[src/design/pmc_pkg.sv]
package pmc_pkg;

	// register byte offsets
	localparam logic [11:0] OFF_TASK_BEGIN  = 12'h000;
	localparam logic [11:0] OFF_TASK_HALT   = 12'h004;
	localparam logic [11:0] OFF_SUB_BEGIN   = 12'h080;
	localparam logic [11:0] OFF_SUB_HALT    = 12'h084;
	localparam logic [11:0] OFF_EV_STARTED  = 12'h100;
	localparam logic [11:0] OFF_EV_STOPPED  = 12'h104;
	localparam logic [11:0] OFF_EV_FULL     = 12'h108;
	localparam logic [11:0] OFF_PUB_STARTED = 12'h180;
	localparam logic [11:0] OFF_PUB_STOPPED = 12'h184;
	localparam logic [11:0] OFF_PUB_FULL    = 12'h188;
	localparam logic [11:0] OFF_IRQ_EN      = 12'h300;
	localparam logic [11:0] OFF_IRQ_SET     = 12'h304;
	localparam logic [11:0] OFF_IRQ_CLR     = 12'h308;
	localparam logic [11:0] OFF_ENABLE      = 12'h500;
	localparam logic [11:0] OFF_CLKCTRL     = 12'h504;
	localparam logic [11:0] OFF_MODE        = 12'h508;
	localparam logic [11:0] OFF_GAIN_L      = 12'h518;
	localparam logic [11:0] OFF_GAIN_R      = 12'h51c;
	localparam logic [11:0] OFF_RATIO       = 12'h520;
	localparam logic [11:0] OFF_PSEL_CLK    = 12'h540;
	localparam logic [11:0] OFF_PSEL_DIN    = 12'h544;
	localparam logic [11:0] OFF_PTR         = 12'h560;
	localparam logic [11:0] OFF_LEN         = 12'h564;

	// field positions
	localparam int MODE_MONO  = 0;  // operation: 1 = left only
	localparam int MODE_EDGE  = 1;  // 1 = left on rising edge
	localparam int PSEL_DISC  = 31; // 1 = signal not attached
	localparam int PSEL_PIN_W = 5;
	localparam int EV_STARTED = 0;
	localparam int EV_STOPPED = 1;
	localparam int EV_FULL    = 2;
	localparam int NUM_EV     = 3;
	localparam int LEN_W      = 16;
	localparam int DIV_W      = 8;

	// reset values and gain limits
	localparam logic [7:0]  GAIN_DEFAULT  = 8'h28;
	localparam logic [7:0]  GAIN_FLOOR    = 8'h00;
	localparam logic [7:0]  GAIN_CEIL     = 8'h50;
	localparam logic [31:0] CLKCTRL_RESET = 32'h0000000f;
	localparam logic [31:0] PSEL_RESET    = 32'h80000000;

	// bus and dma constants
	localparam logic [2:0]  HSIZE_WORD = 3'h2;
	localparam logic [3:0]  STRB_LO    = 4'h3;
	localparam logic [3:0]  STRB_HI    = 4'hc;
	localparam logic [31:0] ADDR_STEP  = 32'h00000002;

	// decimation and gain
	localparam logic [6:0] RATIO_64       = 7'h40;
	localparam logic [6:0] RATIO_80       = 7'h50;
	localparam logic [7:0] GAIN_BIAS      = 8'h08;
	localparam logic [7:0] GAIN_STEPS_6DB = 8'h0c;
	localparam logic [2:0] GAIN_UNITY_OCT = 3'h4;
	localparam int         MANT_FRAC      = 14;

	// one pcm sample with its strobe
	typedef struct packed {
		logic               valid;
		logic signed [15:0] sample;
	} pmc_samp_t;

	// one ram write: word address, lanes and data
	typedef struct packed {
		logic [31:0] addr;
		logic [31:0] wdata;
		logic [3:0]  wstrb;
	} pmc_dma_t;

	typedef enum logic [1:0] {RUN_IDLE, RUN_ACTIVE, RUN_DRAIN} pmc_run_t;

endpackage : pmc_pkg

[src/design/pmc_decim.sv]
`timescale 1ns/1ps
module pmc_decim
	import pmc_pkg::*;
(
	input  logic      clk,
	input  logic      rst,
	input  logic      clear,
	input  logic      bit_valid,
	input  logic      bit_in,
	input  logic      ratio_80,
	output pmc_samp_t pcm
);
	typedef struct packed {
		logic [6:0] cnt;  // bits taken this period
		logic [6:0] ones; // ones taken this period
		pmc_samp_t  pcm;  // output sample
	} pmc_decim_t;

	pmc_decim_t        st_reg;
	pmc_decim_t        st_next;
	logic [6:0]        ratio;
	logic [6:0]        ones_inc;
	logic signed [8:0] diff;
	logic signed [17:0] scaled;

	// density count over one output period, mapped to signed pcm
	always_comb begin
		st_next = st_reg;
		st_next.pcm.valid = 1'b0;
		ratio = ratio_80 ? RATIO_80 : RATIO_64;
		ones_inc = st_reg.ones + {6'h00, bit_in};
		diff = $signed({1'b0, ones_inc, 1'b0}) - $signed({2'b00, ratio});
		scaled = {diff, 9'h000};
		if (clear) begin
			st_next = '0;
		end else if (bit_valid) begin
			st_next.ones = ones_inc;
			st_next.cnt = st_reg.cnt + 7'h01;
			// period end: one sample per ratio bits
			if (st_reg.cnt == ratio - 7'h01) begin
				st_next.cnt = 7'h00;
				st_next.ones = 7'h00;
				st_next.pcm.valid = 1'b1;
				if (scaled > 18'sd32767)
					st_next.pcm.sample = 16'h7fff;
				else if (scaled < -18'sd32768)
					st_next.pcm.sample = 16'h8000;
				else
					st_next.pcm.sample = scaled[15:0];
			end
		end
	end

	// state register
	always_ff @(posedge clk or posedge rst) begin
		if (rst)
			st_reg <= '0;
		else
			st_reg <= st_next;
	end

	assign pcm = st_reg.pcm;

	a_out_period: assert property (
		@(posedge clk) disable iff (rst)
		(bit_valid && !clear && st_reg.cnt == ratio - 7'h01) |=> pcm.valid)
		else $error("decimator missed period end");

endmodule : pmc_decim

[src/design/pmc_gain.sv]
`timescale 1ns/1ps
module pmc_gain
	import pmc_pkg::*;
(
	input  logic       clk,
	input  logic       rst,
	input  logic [7:0] gain,
	input  pmc_samp_t  din,
	output pmc_samp_t  dout
);
	pmc_samp_t          st_reg;  // registered output
	pmc_samp_t          st_next;
	logic [7:0]         g;       // clamped gain count
	logic [7:0]         e;       // biased count
	logic [2:0]         oct;     // whole 6 dB steps
	logic [3:0]         frac;    // half dB steps inside one 6 dB step
	logic [14:0]        mant;    // fraction gain, q14
	logic signed [32:0] prod;
	logic signed [39:0] base;
	logic signed [39:0] shifted;

	// gain = mant * 2^(oct-4), each count 0.5 dB
	always_comb begin
		st_next = din;
		g = (gain > GAIN_CEIL) ? GAIN_CEIL : gain;
		e = g + GAIN_BIAS;
		oct = 3'(e / GAIN_STEPS_6DB);
		frac = 4'(e % GAIN_STEPS_6DB);
		case (frac)
		4'h0: mant = 15'h4000;
		4'h1: mant = 15'h43cb;
		4'h2: mant = 15'h47cf;
		4'h3: mant = 15'h4c10;
		4'h4: mant = 15'h5092;
		4'h5: mant = 15'h5558;
		4'h6: mant = 15'h5a67;
		4'h7: mant = 15'h5fc2;
		4'h8: mant = 15'h656f;
		4'h9: mant = 15'h6b72;
		4'ha: mant = 15'h71cf;
		default: mant = 15'h788e;
		endcase
		prod = $signed({{17{din.sample[15]}}, din.sample})
			* $signed({18'h00000, mant});
		// signed operand, so the shift keeps the sign of a negative sample
		base = $signed({{7{prod[32]}}, prod}) >>> MANT_FRAC;
		if (oct >= GAIN_UNITY_OCT)
			shifted = base <<< (oct - GAIN_UNITY_OCT);
		else
			shifted = base >>> (GAIN_UNITY_OCT - oct);
		// saturate to 16 bits
		if (shifted > 40'sd32767)
			st_next.sample = 16'h7fff;
		else if (shifted < -40'sd32768)
			st_next.sample = 16'h8000;
		else
			st_next.sample = shifted[15:0];
	end

	// output register
	always_ff @(posedge clk or posedge rst) begin
		if (rst)
			st_reg <= '0;
		else
			st_reg <= st_next;
	end

	assign dout = st_reg;

endmodule : pmc_gain

[src/design/pmc_capture.sv]
// How it works
// - one data pin, left high, right low
// - two 16-bit samples per 64/80 bits
// - per-channel gain, 20 dB either side
// - separate gain counts, 0.5 dB each
// - samples stored little endian
// - length counts samples, two bytes each
// - stereo alternates left/right, mono left only
// - pointer latched at start, started event
// - full buffer: end event, continue, started only while acquiring
// - stop also ends with end event
// - disconnected select leaves signal unattached
// - pins routed only while block enabled
// - device drives the bit clock itself
// - edge field swaps left and right
// - stop after frame, then stopped event
//
// The AHB-Lite interface to the registers was chosen for this implementation.
`timescale 1ns/1ps
module pmc_capture
	import pmc_pkg::*;
(
	input  logic        clk,
	input  logic        rst,
	input  logic        hsel,
	input  logic [31:0] haddr,
	input  logic [1:0]  htrans,
	input  logic        hwrite,
	input  logic [2:0]  hsize,
	input  logic [31:0] hwdata,
	input  logic        hready,
	output logic        hreadyout,
	output logic [31:0] hrdata,
	output logic        hresp,
	output logic        dma_valid,
	input  logic        dma_ready,
	output pmc_dma_t    dma_req,
	input  logic [31:0] pin_in,
	input  logic [31:0] gpio_out,
	input  logic [31:0] gpio_oe_n,
	output logic [31:0] pin_out,
	output logic [31:0] pin_oe_n,
	output logic        bit_clock_out
);
	typedef struct packed {
		logic              aph_valid;   // data phase pending
		logic              aph_write;
		logic [11:0]       aph_addr;
		logic [31:0]       rdata;
		logic [31:0]       sub_begin;
		logic [31:0]       sub_halt;
		logic [31:0]       pub_started;
		logic [31:0]       pub_stopped;
		logic [31:0]       pub_full;
		logic [NUM_EV-1:0] ev;          // event flags
		logic [NUM_EV-1:0] irq_en;
		logic              enable;
		logic [31:0]       clkctrl;
		logic [1:0]        mode;
		logic [7:0]        gain_l;
		logic [7:0]        gain_r;
		logic              ratio;
		logic [31:0]       psel_clk;
		logic [31:0]       psel_din;
		logic [31:0]       ptr;         // next buffer pointer
		logic [LEN_W-1:0]  len;
		pmc_run_t          run;
		logic [31:0]       cur_addr;    // byte address of next sample
		logic [LEN_W-1:0]  count;       // samples in this buffer
		logic [DIV_W-1:0]  div;
		logic              clk_lvl;     // bit clock level
		logic              hold_fall;   // bit taken at falling edge
		logic              pend_l;
		logic              pend_r;
		logic [15:0]       samp_l;
		logic [15:0]       samp_r;
		logic              dma_valid;
		pmc_dma_t          dma;
		logic [31:0]       pin_out;
		logic [31:0]       pin_oe_n;
	} pmc_state_t;

	pmc_state_t            s;           // state register
	pmc_state_t            n;           // next state
	logic                  take;        // address phase accepted
	logic                  wr;          // write data phase now
	logic                  task_begin;
	logic                  task_halt;
	logic                  dma_done;
	logic                  clear;       // restart filters
	logic [NUM_EV-1:0]     set_ev;      // hardware event sets
	logic [NUM_EV-1:0]     irq_wbits;
	logic [15:0]           samp;
	logic                  running;
	logic                  div_hit;
	logic                  rise;
	logic                  fall;
	logic                  clk_conn;
	logic                  din_conn;
	logic [PSEL_PIN_W-1:0] clk_pin;
	logic [PSEL_PIN_W-1:0] din_pin;
	logic                  din;
	logic                  bit_l;
	logic                  bit_r;
	pmc_samp_t             d_l;
	pmc_samp_t             d_r;
	pmc_samp_t             g_l;
	pmc_samp_t             g_r;

	// pin routing only while enabled
	assign clk_conn = s.enable & ~s.psel_clk[PSEL_DISC];
	assign din_conn = s.enable & ~s.psel_din[PSEL_DISC];
	assign clk_pin  = s.psel_clk[PSEL_PIN_W-1:0];
	assign din_pin  = s.psel_din[PSEL_PIN_W-1:0];
	assign din      = din_conn ? pin_in[din_pin] : 1'b0;

	// bit clock edges while acquiring
	assign running = s.run == RUN_ACTIVE;
	assign div_hit = s.div == s.clkctrl[DIV_W-1:0];
	assign rise    = running & div_hit & ~s.clk_lvl;
	assign fall    = running & div_hit & s.clk_lvl;

	// high-phase bit is taken at the fall
	assign bit_l = s.mode[MODE_EDGE] ? din : s.hold_fall;
	assign bit_r = s.mode[MODE_EDGE] ? s.hold_fall : din;

	assign irq_wbits = hwdata[NUM_EV-1:0];
	assign dma_done  = s.dma_valid & dma_ready;

	// per-channel filter and volume stage
	pmc_decim u_dec_l (
		.clk       (clk),
		.rst       (rst),
		.clear     (clear),
		.bit_valid (rise),
		.bit_in    (bit_l),
		.ratio_80  (s.ratio),
		.pcm       (d_l)
	);
	pmc_decim u_dec_r (
		.clk       (clk),
		.rst       (rst),
		.clear     (clear),
		.bit_valid (rise),
		.bit_in    (bit_r),
		.ratio_80  (s.ratio),
		.pcm       (d_r)
	);
	pmc_gain u_gain_l (
		.clk  (clk),
		.rst  (rst),
		.gain (s.gain_l),
		.din  (d_l),
		.dout (g_l)
	);
	pmc_gain u_gain_r (
		.clk  (clk),
		.rst  (rst),
		.gain (s.gain_r),
		.din  (d_r),
		.dout (g_r)
	);

	// whole next-state logic
	always_comb begin
		n = s;
		set_ev = '0;
		clear = 1'b0;
		samp = s.pend_l ? s.samp_l : s.samp_r;
		wr = s.aph_valid & s.aph_write;
		task_begin = wr && s.aph_addr == OFF_TASK_BEGIN && hwdata[0];
		task_halt = wr && s.aph_addr == OFF_TASK_HALT && hwdata[0];
		take = hsel & htrans[1] & hready & (hsize == HSIZE_WORD);

		// data phase writes
		if (wr) begin
			case (s.aph_addr)
			OFF_SUB_BEGIN:   n.sub_begin = hwdata;
			OFF_SUB_HALT:    n.sub_halt = hwdata;
			OFF_PUB_STARTED: n.pub_started = hwdata;
			OFF_PUB_STOPPED: n.pub_stopped = hwdata;
			OFF_PUB_FULL:    n.pub_full = hwdata;
			OFF_EV_STARTED:  n.ev[EV_STARTED] = hwdata[0];
			OFF_EV_STOPPED:  n.ev[EV_STOPPED] = hwdata[0];
			OFF_EV_FULL:     n.ev[EV_FULL] = hwdata[0];
			OFF_IRQ_EN:      n.irq_en = irq_wbits;
			OFF_IRQ_SET:     n.irq_en = s.irq_en | irq_wbits;
			OFF_IRQ_CLR:     n.irq_en = s.irq_en & ~irq_wbits;
			OFF_ENABLE:      n.enable = hwdata[0];
			OFF_CLKCTRL:     n.clkctrl = hwdata;
			OFF_MODE:        n.mode = hwdata[1:0];
			OFF_GAIN_L:      n.gain_l = hwdata[7:0];
			OFF_GAIN_R:      n.gain_r = hwdata[7:0];
			OFF_RATIO:       n.ratio = hwdata[0];
			OFF_PSEL_CLK:    n.psel_clk = hwdata;
			OFF_PSEL_DIN:    n.psel_din = hwdata;
			OFF_PTR:         n.ptr = hwdata;
			OFF_LEN:         n.len = hwdata[LEN_W-1:0];
			default: ;
			endcase
		end

		// address phase: capture and prepare read data
		n.aph_valid = take;
		n.aph_write = hwrite;
		n.aph_addr = {haddr[11:2], 2'b00};
		if (take && !hwrite) begin
			case ({haddr[11:2], 2'b00})
			OFF_SUB_BEGIN:   n.rdata = s.sub_begin;
			OFF_SUB_HALT:    n.rdata = s.sub_halt;
			OFF_PUB_STARTED: n.rdata = s.pub_started;
			OFF_PUB_STOPPED: n.rdata = s.pub_stopped;
			OFF_PUB_FULL:    n.rdata = s.pub_full;
			OFF_EV_STARTED:  n.rdata = 32'(s.ev[EV_STARTED]);
			OFF_EV_STOPPED:  n.rdata = 32'(s.ev[EV_STOPPED]);
			OFF_EV_FULL:     n.rdata = 32'(s.ev[EV_FULL]);
			OFF_IRQ_EN,
			OFF_IRQ_SET,
			OFF_IRQ_CLR:     n.rdata = 32'(s.irq_en);
			OFF_ENABLE:      n.rdata = 32'(s.enable);
			OFF_CLKCTRL:     n.rdata = s.clkctrl;
			OFF_MODE:        n.rdata = 32'(s.mode);
			OFF_GAIN_L:      n.rdata = 32'(s.gain_l);
			OFF_GAIN_R:      n.rdata = 32'(s.gain_r);
			OFF_RATIO:       n.rdata = 32'(s.ratio);
			OFF_PSEL_CLK:    n.rdata = s.psel_clk;
			OFF_PSEL_DIN:    n.rdata = s.psel_din;
			OFF_PTR:         n.rdata = s.ptr;
			OFF_LEN:         n.rdata = 32'(s.len);
			default:         n.rdata = 32'h00000000;
			endcase
		end

		// bit clock divider, stopped outside acquisition
		if (running) begin
			if (div_hit) begin
				n.div = '0;
				n.clk_lvl = ~s.clk_lvl;
			end else begin
				n.div = s.div + 8'h01;
			end
			if (fall)
				n.hold_fall = din;
		end else begin
			n.div = '0;
			n.clk_lvl = 1'b0;
		end

		// ram write finished: step two bytes per sample
		if (dma_done) begin
			n.dma_valid = 1'b0;
			n.count = s.count + 16'h0001;
			n.cur_addr = s.cur_addr + ADDR_STEP;
			// buffer full: end, then next buffer
			if (s.count + 16'h0001 == s.len) begin
				set_ev[EV_FULL] = 1'b1;
				n.count = '0;
				n.cur_addr = s.ptr;
				if (running)
					set_ev[EV_STARTED] = 1'b1;
			end
		end

		// issue next sample, left before right
		if (!s.dma_valid && (s.pend_l || s.pend_r)) begin
			n.dma_valid = 1'b1;
			n.dma.addr = {s.cur_addr[31:2], 2'b00};
			// little endian halfword lanes
			if (s.cur_addr[1]) begin
				n.dma.wdata = {samp, 16'h0000};
				n.dma.wstrb = STRB_HI;
			end else begin
				n.dma.wdata = {16'h0000, samp};
				n.dma.wstrb = STRB_LO;
			end
			if (s.pend_l)
				n.pend_l = 1'b0;
			else
				n.pend_r = 1'b0;
		end

		// new sample pair; right dropped in mono
		if (running && g_l.valid) begin
			n.pend_l = 1'b1;
			n.samp_l = g_l.sample;
			if (!s.mode[MODE_MONO]) begin
				n.pend_r = 1'b1;
				n.samp_r = g_r.sample;
			end
		end

		// acquisition control
		case (s.run)
		RUN_IDLE: begin
			// latch pointer at start
			if (task_begin && s.enable) begin
				n.run = RUN_ACTIVE;
				n.cur_addr = s.ptr;
				n.count = '0;
				n.pend_l = 1'b0;
				n.pend_r = 1'b0;
				set_ev[EV_STARTED] = 1'b1;
				clear = 1'b1;
			end
		end
		RUN_ACTIVE: begin
			// no new frames after stop or disable
			if (task_halt || !s.enable)
				n.run = RUN_DRAIN;
		end
		RUN_DRAIN: begin
			// last write done: end and stopped events in the same cycle
			if (!s.pend_l && !s.pend_r && !s.dma_valid) begin
				n.run = RUN_IDLE;
				set_ev[EV_FULL] = 1'b1;
				set_ev[EV_STOPPED] = 1'b1;
			end
		end
		default: n.run = RUN_IDLE;
		endcase

		// hardware set wins over software clear
		n.ev = n.ev | set_ev;

		// pin drivers: gpio unless routed
		n.pin_out = gpio_out;
		n.pin_oe_n = gpio_oe_n;
		if (din_conn)
			n.pin_oe_n[din_pin] = 1'b1;
		if (clk_conn) begin
			n.pin_out[clk_pin] = n.clk_lvl;
			n.pin_oe_n[clk_pin] = 1'b0;
		end
	end

	// state register
	always_ff @(posedge clk or posedge rst) begin
		if (rst) begin
			s <= '0;
			s.gain_l <= GAIN_DEFAULT;
			s.gain_r <= GAIN_DEFAULT;
			s.clkctrl <= CLKCTRL_RESET;
			s.psel_clk <= PSEL_RESET;
			s.psel_din <= PSEL_RESET;
			s.run <= RUN_IDLE;
			s.pin_oe_n <= '1;
		end else begin
			s <= n;
		end
	end

	// outputs
	assign hreadyout     = 1'b1;
	assign hresp         = 1'b0;
	assign hrdata        = s.rdata;
	assign dma_valid     = s.dma_valid;
	assign dma_req       = s.dma;
	assign pin_out       = s.pin_out;
	assign pin_oe_n      = s.pin_oe_n;
	assign bit_clock_out = s.clk_lvl;

	a_start_latch: assert property (
		@(posedge clk) disable iff (rst)
		(s.run == RUN_IDLE && task_begin && s.enable) |=>
		(running && s.cur_addr == $past(s.ptr) && s.ev[EV_STARTED]))
		else $error("start did not latch pointer");

	a_full_restart: assert property (
		@(posedge clk) disable iff (rst)
		(dma_done && s.count + 16'h0001 == s.len) |=>
		(s.ev[EV_FULL] && s.count == 16'h0000 &&
		 s.cur_addr == $past(s.ptr)))
		else $error("full buffer did not restart");

	a_addr_step: assert property (
		@(posedge clk) disable iff (rst)
		(dma_done && s.count + 16'h0001 != s.len) |=>
		(s.cur_addr == $past(s.cur_addr) + ADDR_STEP))
		else $error("sample address did not step by two");

	a_lane_order: assert property (
		@(posedge clk) disable iff (rst)
		$rose(s.dma_valid) |->
		(s.dma.wstrb == (s.cur_addr[1] ? STRB_HI : STRB_LO)))
		else $error("wrong byte lanes for sample");

	a_mono_only: assert property (
		@(posedge clk) disable iff (rst)
		(running && g_l.valid && s.mode[MODE_MONO] && !s.pend_r)
		|=> !s.pend_r)
		else $error("right sample queued in mono");

	a_stop_events: assert property (
		@(posedge clk) disable iff (rst)
		(s.run == RUN_DRAIN && !s.pend_l && !s.pend_r && !s.dma_valid)
		|=> (s.run == RUN_IDLE && s.ev[EV_STOPPED] && s.ev[EV_FULL]))
		else $error("stop did not end with events");

	a_gpio_revert: assert property (
		@(posedge clk) disable iff (rst)
		!s.enable |=> (s.pin_out == $past(gpio_out) &&
		s.pin_oe_n == $past(gpio_oe_n)))
		else $error("pins not returned to gpio");

	a_disc_pins: assert property (
		@(posedge clk) disable iff (rst)
		(s.psel_clk[PSEL_DISC] && s.psel_din[PSEL_DISC]) |=>
		(s.pin_oe_n == $past(gpio_oe_n)))
		else $error("disconnected signal reached a pin");

	a_clock_quiet: assert property (
		@(posedge clk) disable iff (rst)
		(s.run != RUN_ACTIVE) |=> !s.clk_lvl)
		else $error("bit clock toggled while idle");

	a_irq_set: assert property (
		@(posedge clk) disable iff (rst)
		(wr && s.aph_addr == OFF_IRQ_SET) |=>
		(s.irq_en == ($past(s.irq_en) | $past(irq_wbits))))
		else $error("enable set bits not applied");

endmodule : pmc_capture

[config.mk]
export PLATFORM = sky130hd
export DESIGN_NAME = pmc_capture
export DESIGN_NICKNAME = d
export VERILOG_FILES = /design/src/design/pmc_pkg.sv /design/src/design/pmc_decim.sv /design/src/design/pmc_gain.sv /design/src/design/pmc_capture.sv
export SDC_FILE = /design/constraint.sdc
export NUM_CORES = 2
export LEC_CHECK = 0
export ABC_CLOCK_PERIOD_IN_PS = 41700
export BUFFER_PORTS_ARGS = -buffer_cell sky130_fd_sc_hd__buf_2
export CAP_MARGIN = 0
export CORE_AREA = 2 2 324 326
export DETAILED_ROUTE_END_ITERATION = 10
export DIE_AREA = 0 0 326 328
export GPL_ROUTABILITY_DRIVEN = 0
export PLACE_DENSITY = 0.73
export SYNTH_ARGS = -nofsm -noshare
export SYNTH_HDL_FRONTEND = slang
export SYNTH_HIERARCHICAL = 1
export SYNTH_SLANG_ARGS = --single-unit
[constraint.sdc]
create_clock -name clk -period 41.7 [get_ports clk]
set_clock_uncertainty 0.15 [all_clocks]
set_input_delay 12.51 -clock clk [delete_from_list [all_inputs] [get_ports clk]]
set_output_delay 12.51 -clock clk [all_outputs]
set_load 0.02 [all_outputs]
==> key figures <==
CTS
  – Sink Count: 672
  – CTS tree: yes
  – CTS Buffer Depth: 3
  – Setup bufs post-CTS: 0
  – Root Buffer: clkbuf_16
  – Worst-skew pair later-pin latency: 0.64 ns
  – Cts hold-fix bufs: 0
  – H-tree levels: 3
  – Worst-path clk slew: 0.06 ns
  – # resized after CTS: 0
  – Total CTS buffers: 69

Detailed routing
  – Vias: 41940
  – Total wire length: 142600 um
  – Drt initial violations: 3933
  – Avg WL per Cell: 20.48 um
  – DRT Pass-1 Iters: 8
  – DR vias/cell: 6.021
  – # DRC: 0
  – Post-DRT Antenna Nets: 0

STA
  – F_max: 61.29 MHz
  – Post-route clock period utilization: 0.3913
  – Final Setup Violations: 0
  – Slew Limit Fails: 0
  – Final hold vios: 0
  – Setup TNS: 0 ns
  – Slew HR: 0.1774
  – Final min period: 16.32 ns
  – RSZ-0062 raised after global routing: no
  – Actual slew at the worst max-slew pin: 1.231 ns

Critical path
  – Largest stage delay, worst path: 0.48 ns
  – Peak fanout along the critical path: 11
  – CP bufs+invs: 1
  – CP Launch Type: input port
  – CP delay by family, top: compound AO/OA/AOI/OAI gates
  – Most used cell along the critical path: ha_1
  – Critical path class: in2reg
  – Worst Path Arrival: 16.67 ns
  – Critical path's slowest cell: mux4_2
  – Crit-path cells: buf_2 -> mux4_2 -> a22o_1 -> a221oi_1 -> a31oi_1 -> mux2_2 -> ha_1 -> ha_1 -> and3_4 -> xnor2_1 -> ha_1 -> or2_2 -> a211oi_1 -> nor3_1 -> a22oi_4 -> o211ai_1
  – Worst setup EP type: flip-flop
  – CP required: 42.05 ns

Power
  – PwrDens: 25.96 nW/um^2
  – Clk pwr share: 0.407
  – Switching Fraction: 0.2819
  – IR drop worst, VDD: 0.03185 mV
  – Comb power frac: 0.134
  – Sequential share of power: 0.459
  – Internal power: 0.001113 W
  – Pleak: 28.48 nW
  – Switch Pwr: 0.0004372 W

Floorplan
  – Row cnt: 118
  – Initial Utilization: 0.5453
  – Total core area: 103200 sq um
  – I/O pins: 339
  – Die W: 326 um
  – Die area: 106900 sq um
  – Die Y: 328 um

Cells and area
  – Share of cells above drive strength 1: 0.2045
  – Fin nets: 6372
  – Largest register FFs: 424
  – Most frequent cells in the layout: dfrtp_1, inv_1, fa_1
  – Area growth syn-to-layout: 6.127%
  – Filler instances: 8757
  – Register bank with the most flops: s
  – Commonest non-fill, non-tap cell in the layout: dfrtp_1
  – Post-route cell area: 59730 sq um

GRT
  – First-pass GRT wire length: 227900 um
  – Overflow after GRT: 0
  – Vias in the first global route: 41620
  – Initial antenna violation count: 6
  – Largest net degree at the start of global routing: 165
  – Total track usage: 0.2649

Min path
  – Worst min path class: reg2reg

Placement
  – Post-DP Area: 57400 sq um
  – Post-DP HPWL: 103800 um
  – IO buf count: 311

Logic synthesis
  – YS warnings: 6
  – Cell Area, Synth: 56280 sq um
  – Post-Synthesis Cells: 5590
  – Syn Area/Cell: 10.07 sq um

Flow run
  – Max cap viols: 0

Status
  – Status: finished, final reports clean
[power groups by stage]
stage               Clock, W  Combinational, W  Sequential, W
CTS                 0.000642          0.000206       0.000711
finish              0.000632          0.000207       0.000712
global placement           0          0.000202       0.000721
detailed placement         0          0.000205       0.000722
global route        0.000666          0.000224       0.000715
floorplan                  0          0.000161       0.000712
[per-layer routing]
layer	global-route usage	wire length, um	up-vias
met5	0	22	-
met4	0.09006	4532	4
met3	0.02905	8401	298
met2	0.4512	71200	1552
met1	0.3538	58450	21290
li1	-	-	18800
[path summary, 6_finish.rpt]
kind / slack, ns / cells past startpoint / end / from
min reg2reg: 0.19 / 0 / u_gain_l/dout[16] / u_dec_l/pcm[16]
min: 0.19 / 0 / u_gain_l/dout[16] / u_dec_l/pcm[16]
max reg2reg: 28.61 / 36 / u_gain_r/dout[8] / s[344]
max in group asynchronous: 27.11 / 4 / s[483] / rst
min in group asynchronous: 11.96 / 2 / s[155] / rst
max: 25.38 / 16 / u_dec_l/pcm[14] / pin_in[27]
[metrics by stage]
| stage | utilization | power (W) | cells | setup slack (ns) | hold slack [ns] |
|---|---|---|---|---|---|
| after floorplan | - | 0.0008733 | 5592 | 12.43 | 0.2706 |
| final | 0.5788 | 0.001551 | 6965 | 25.38 | 0.1925 |
| after CTS | 0.5786 | 0.001559 | 6960 | 25.42 | 0.1967 |
| after detailed placement | 0.5562 | 0.0009279 | 6835 | 24.76 | 0.1940 |
| after global placement | 0.5562 | 0.0009226 | 6835 | 24.82 | 0.1839 |
| after global routing | 0.5787 | 0.001605 | 6962 | 25.20 | 0.1994 |
[final cells by class]
class / instances / area, sq um / share of cell area
Antenna cell: 5 / 12.51 / 0.0002095
Clock buffer: 101 / 1977 / 0.03310
Tap cell: 1380 / 1727 / 0.02891
Timing Repair Buffer: 371 / 2019 / 0.03381
Multi-Input combinational cell: 3782 / 34410 / 0.5760
Sequential cell: 672 / 16880 / 0.2825
Inverter: 630 / 2372 / 0.03972
Clock inverter: 24 / 339.1 / 0.005677
(Power assumes the default switching activity.)
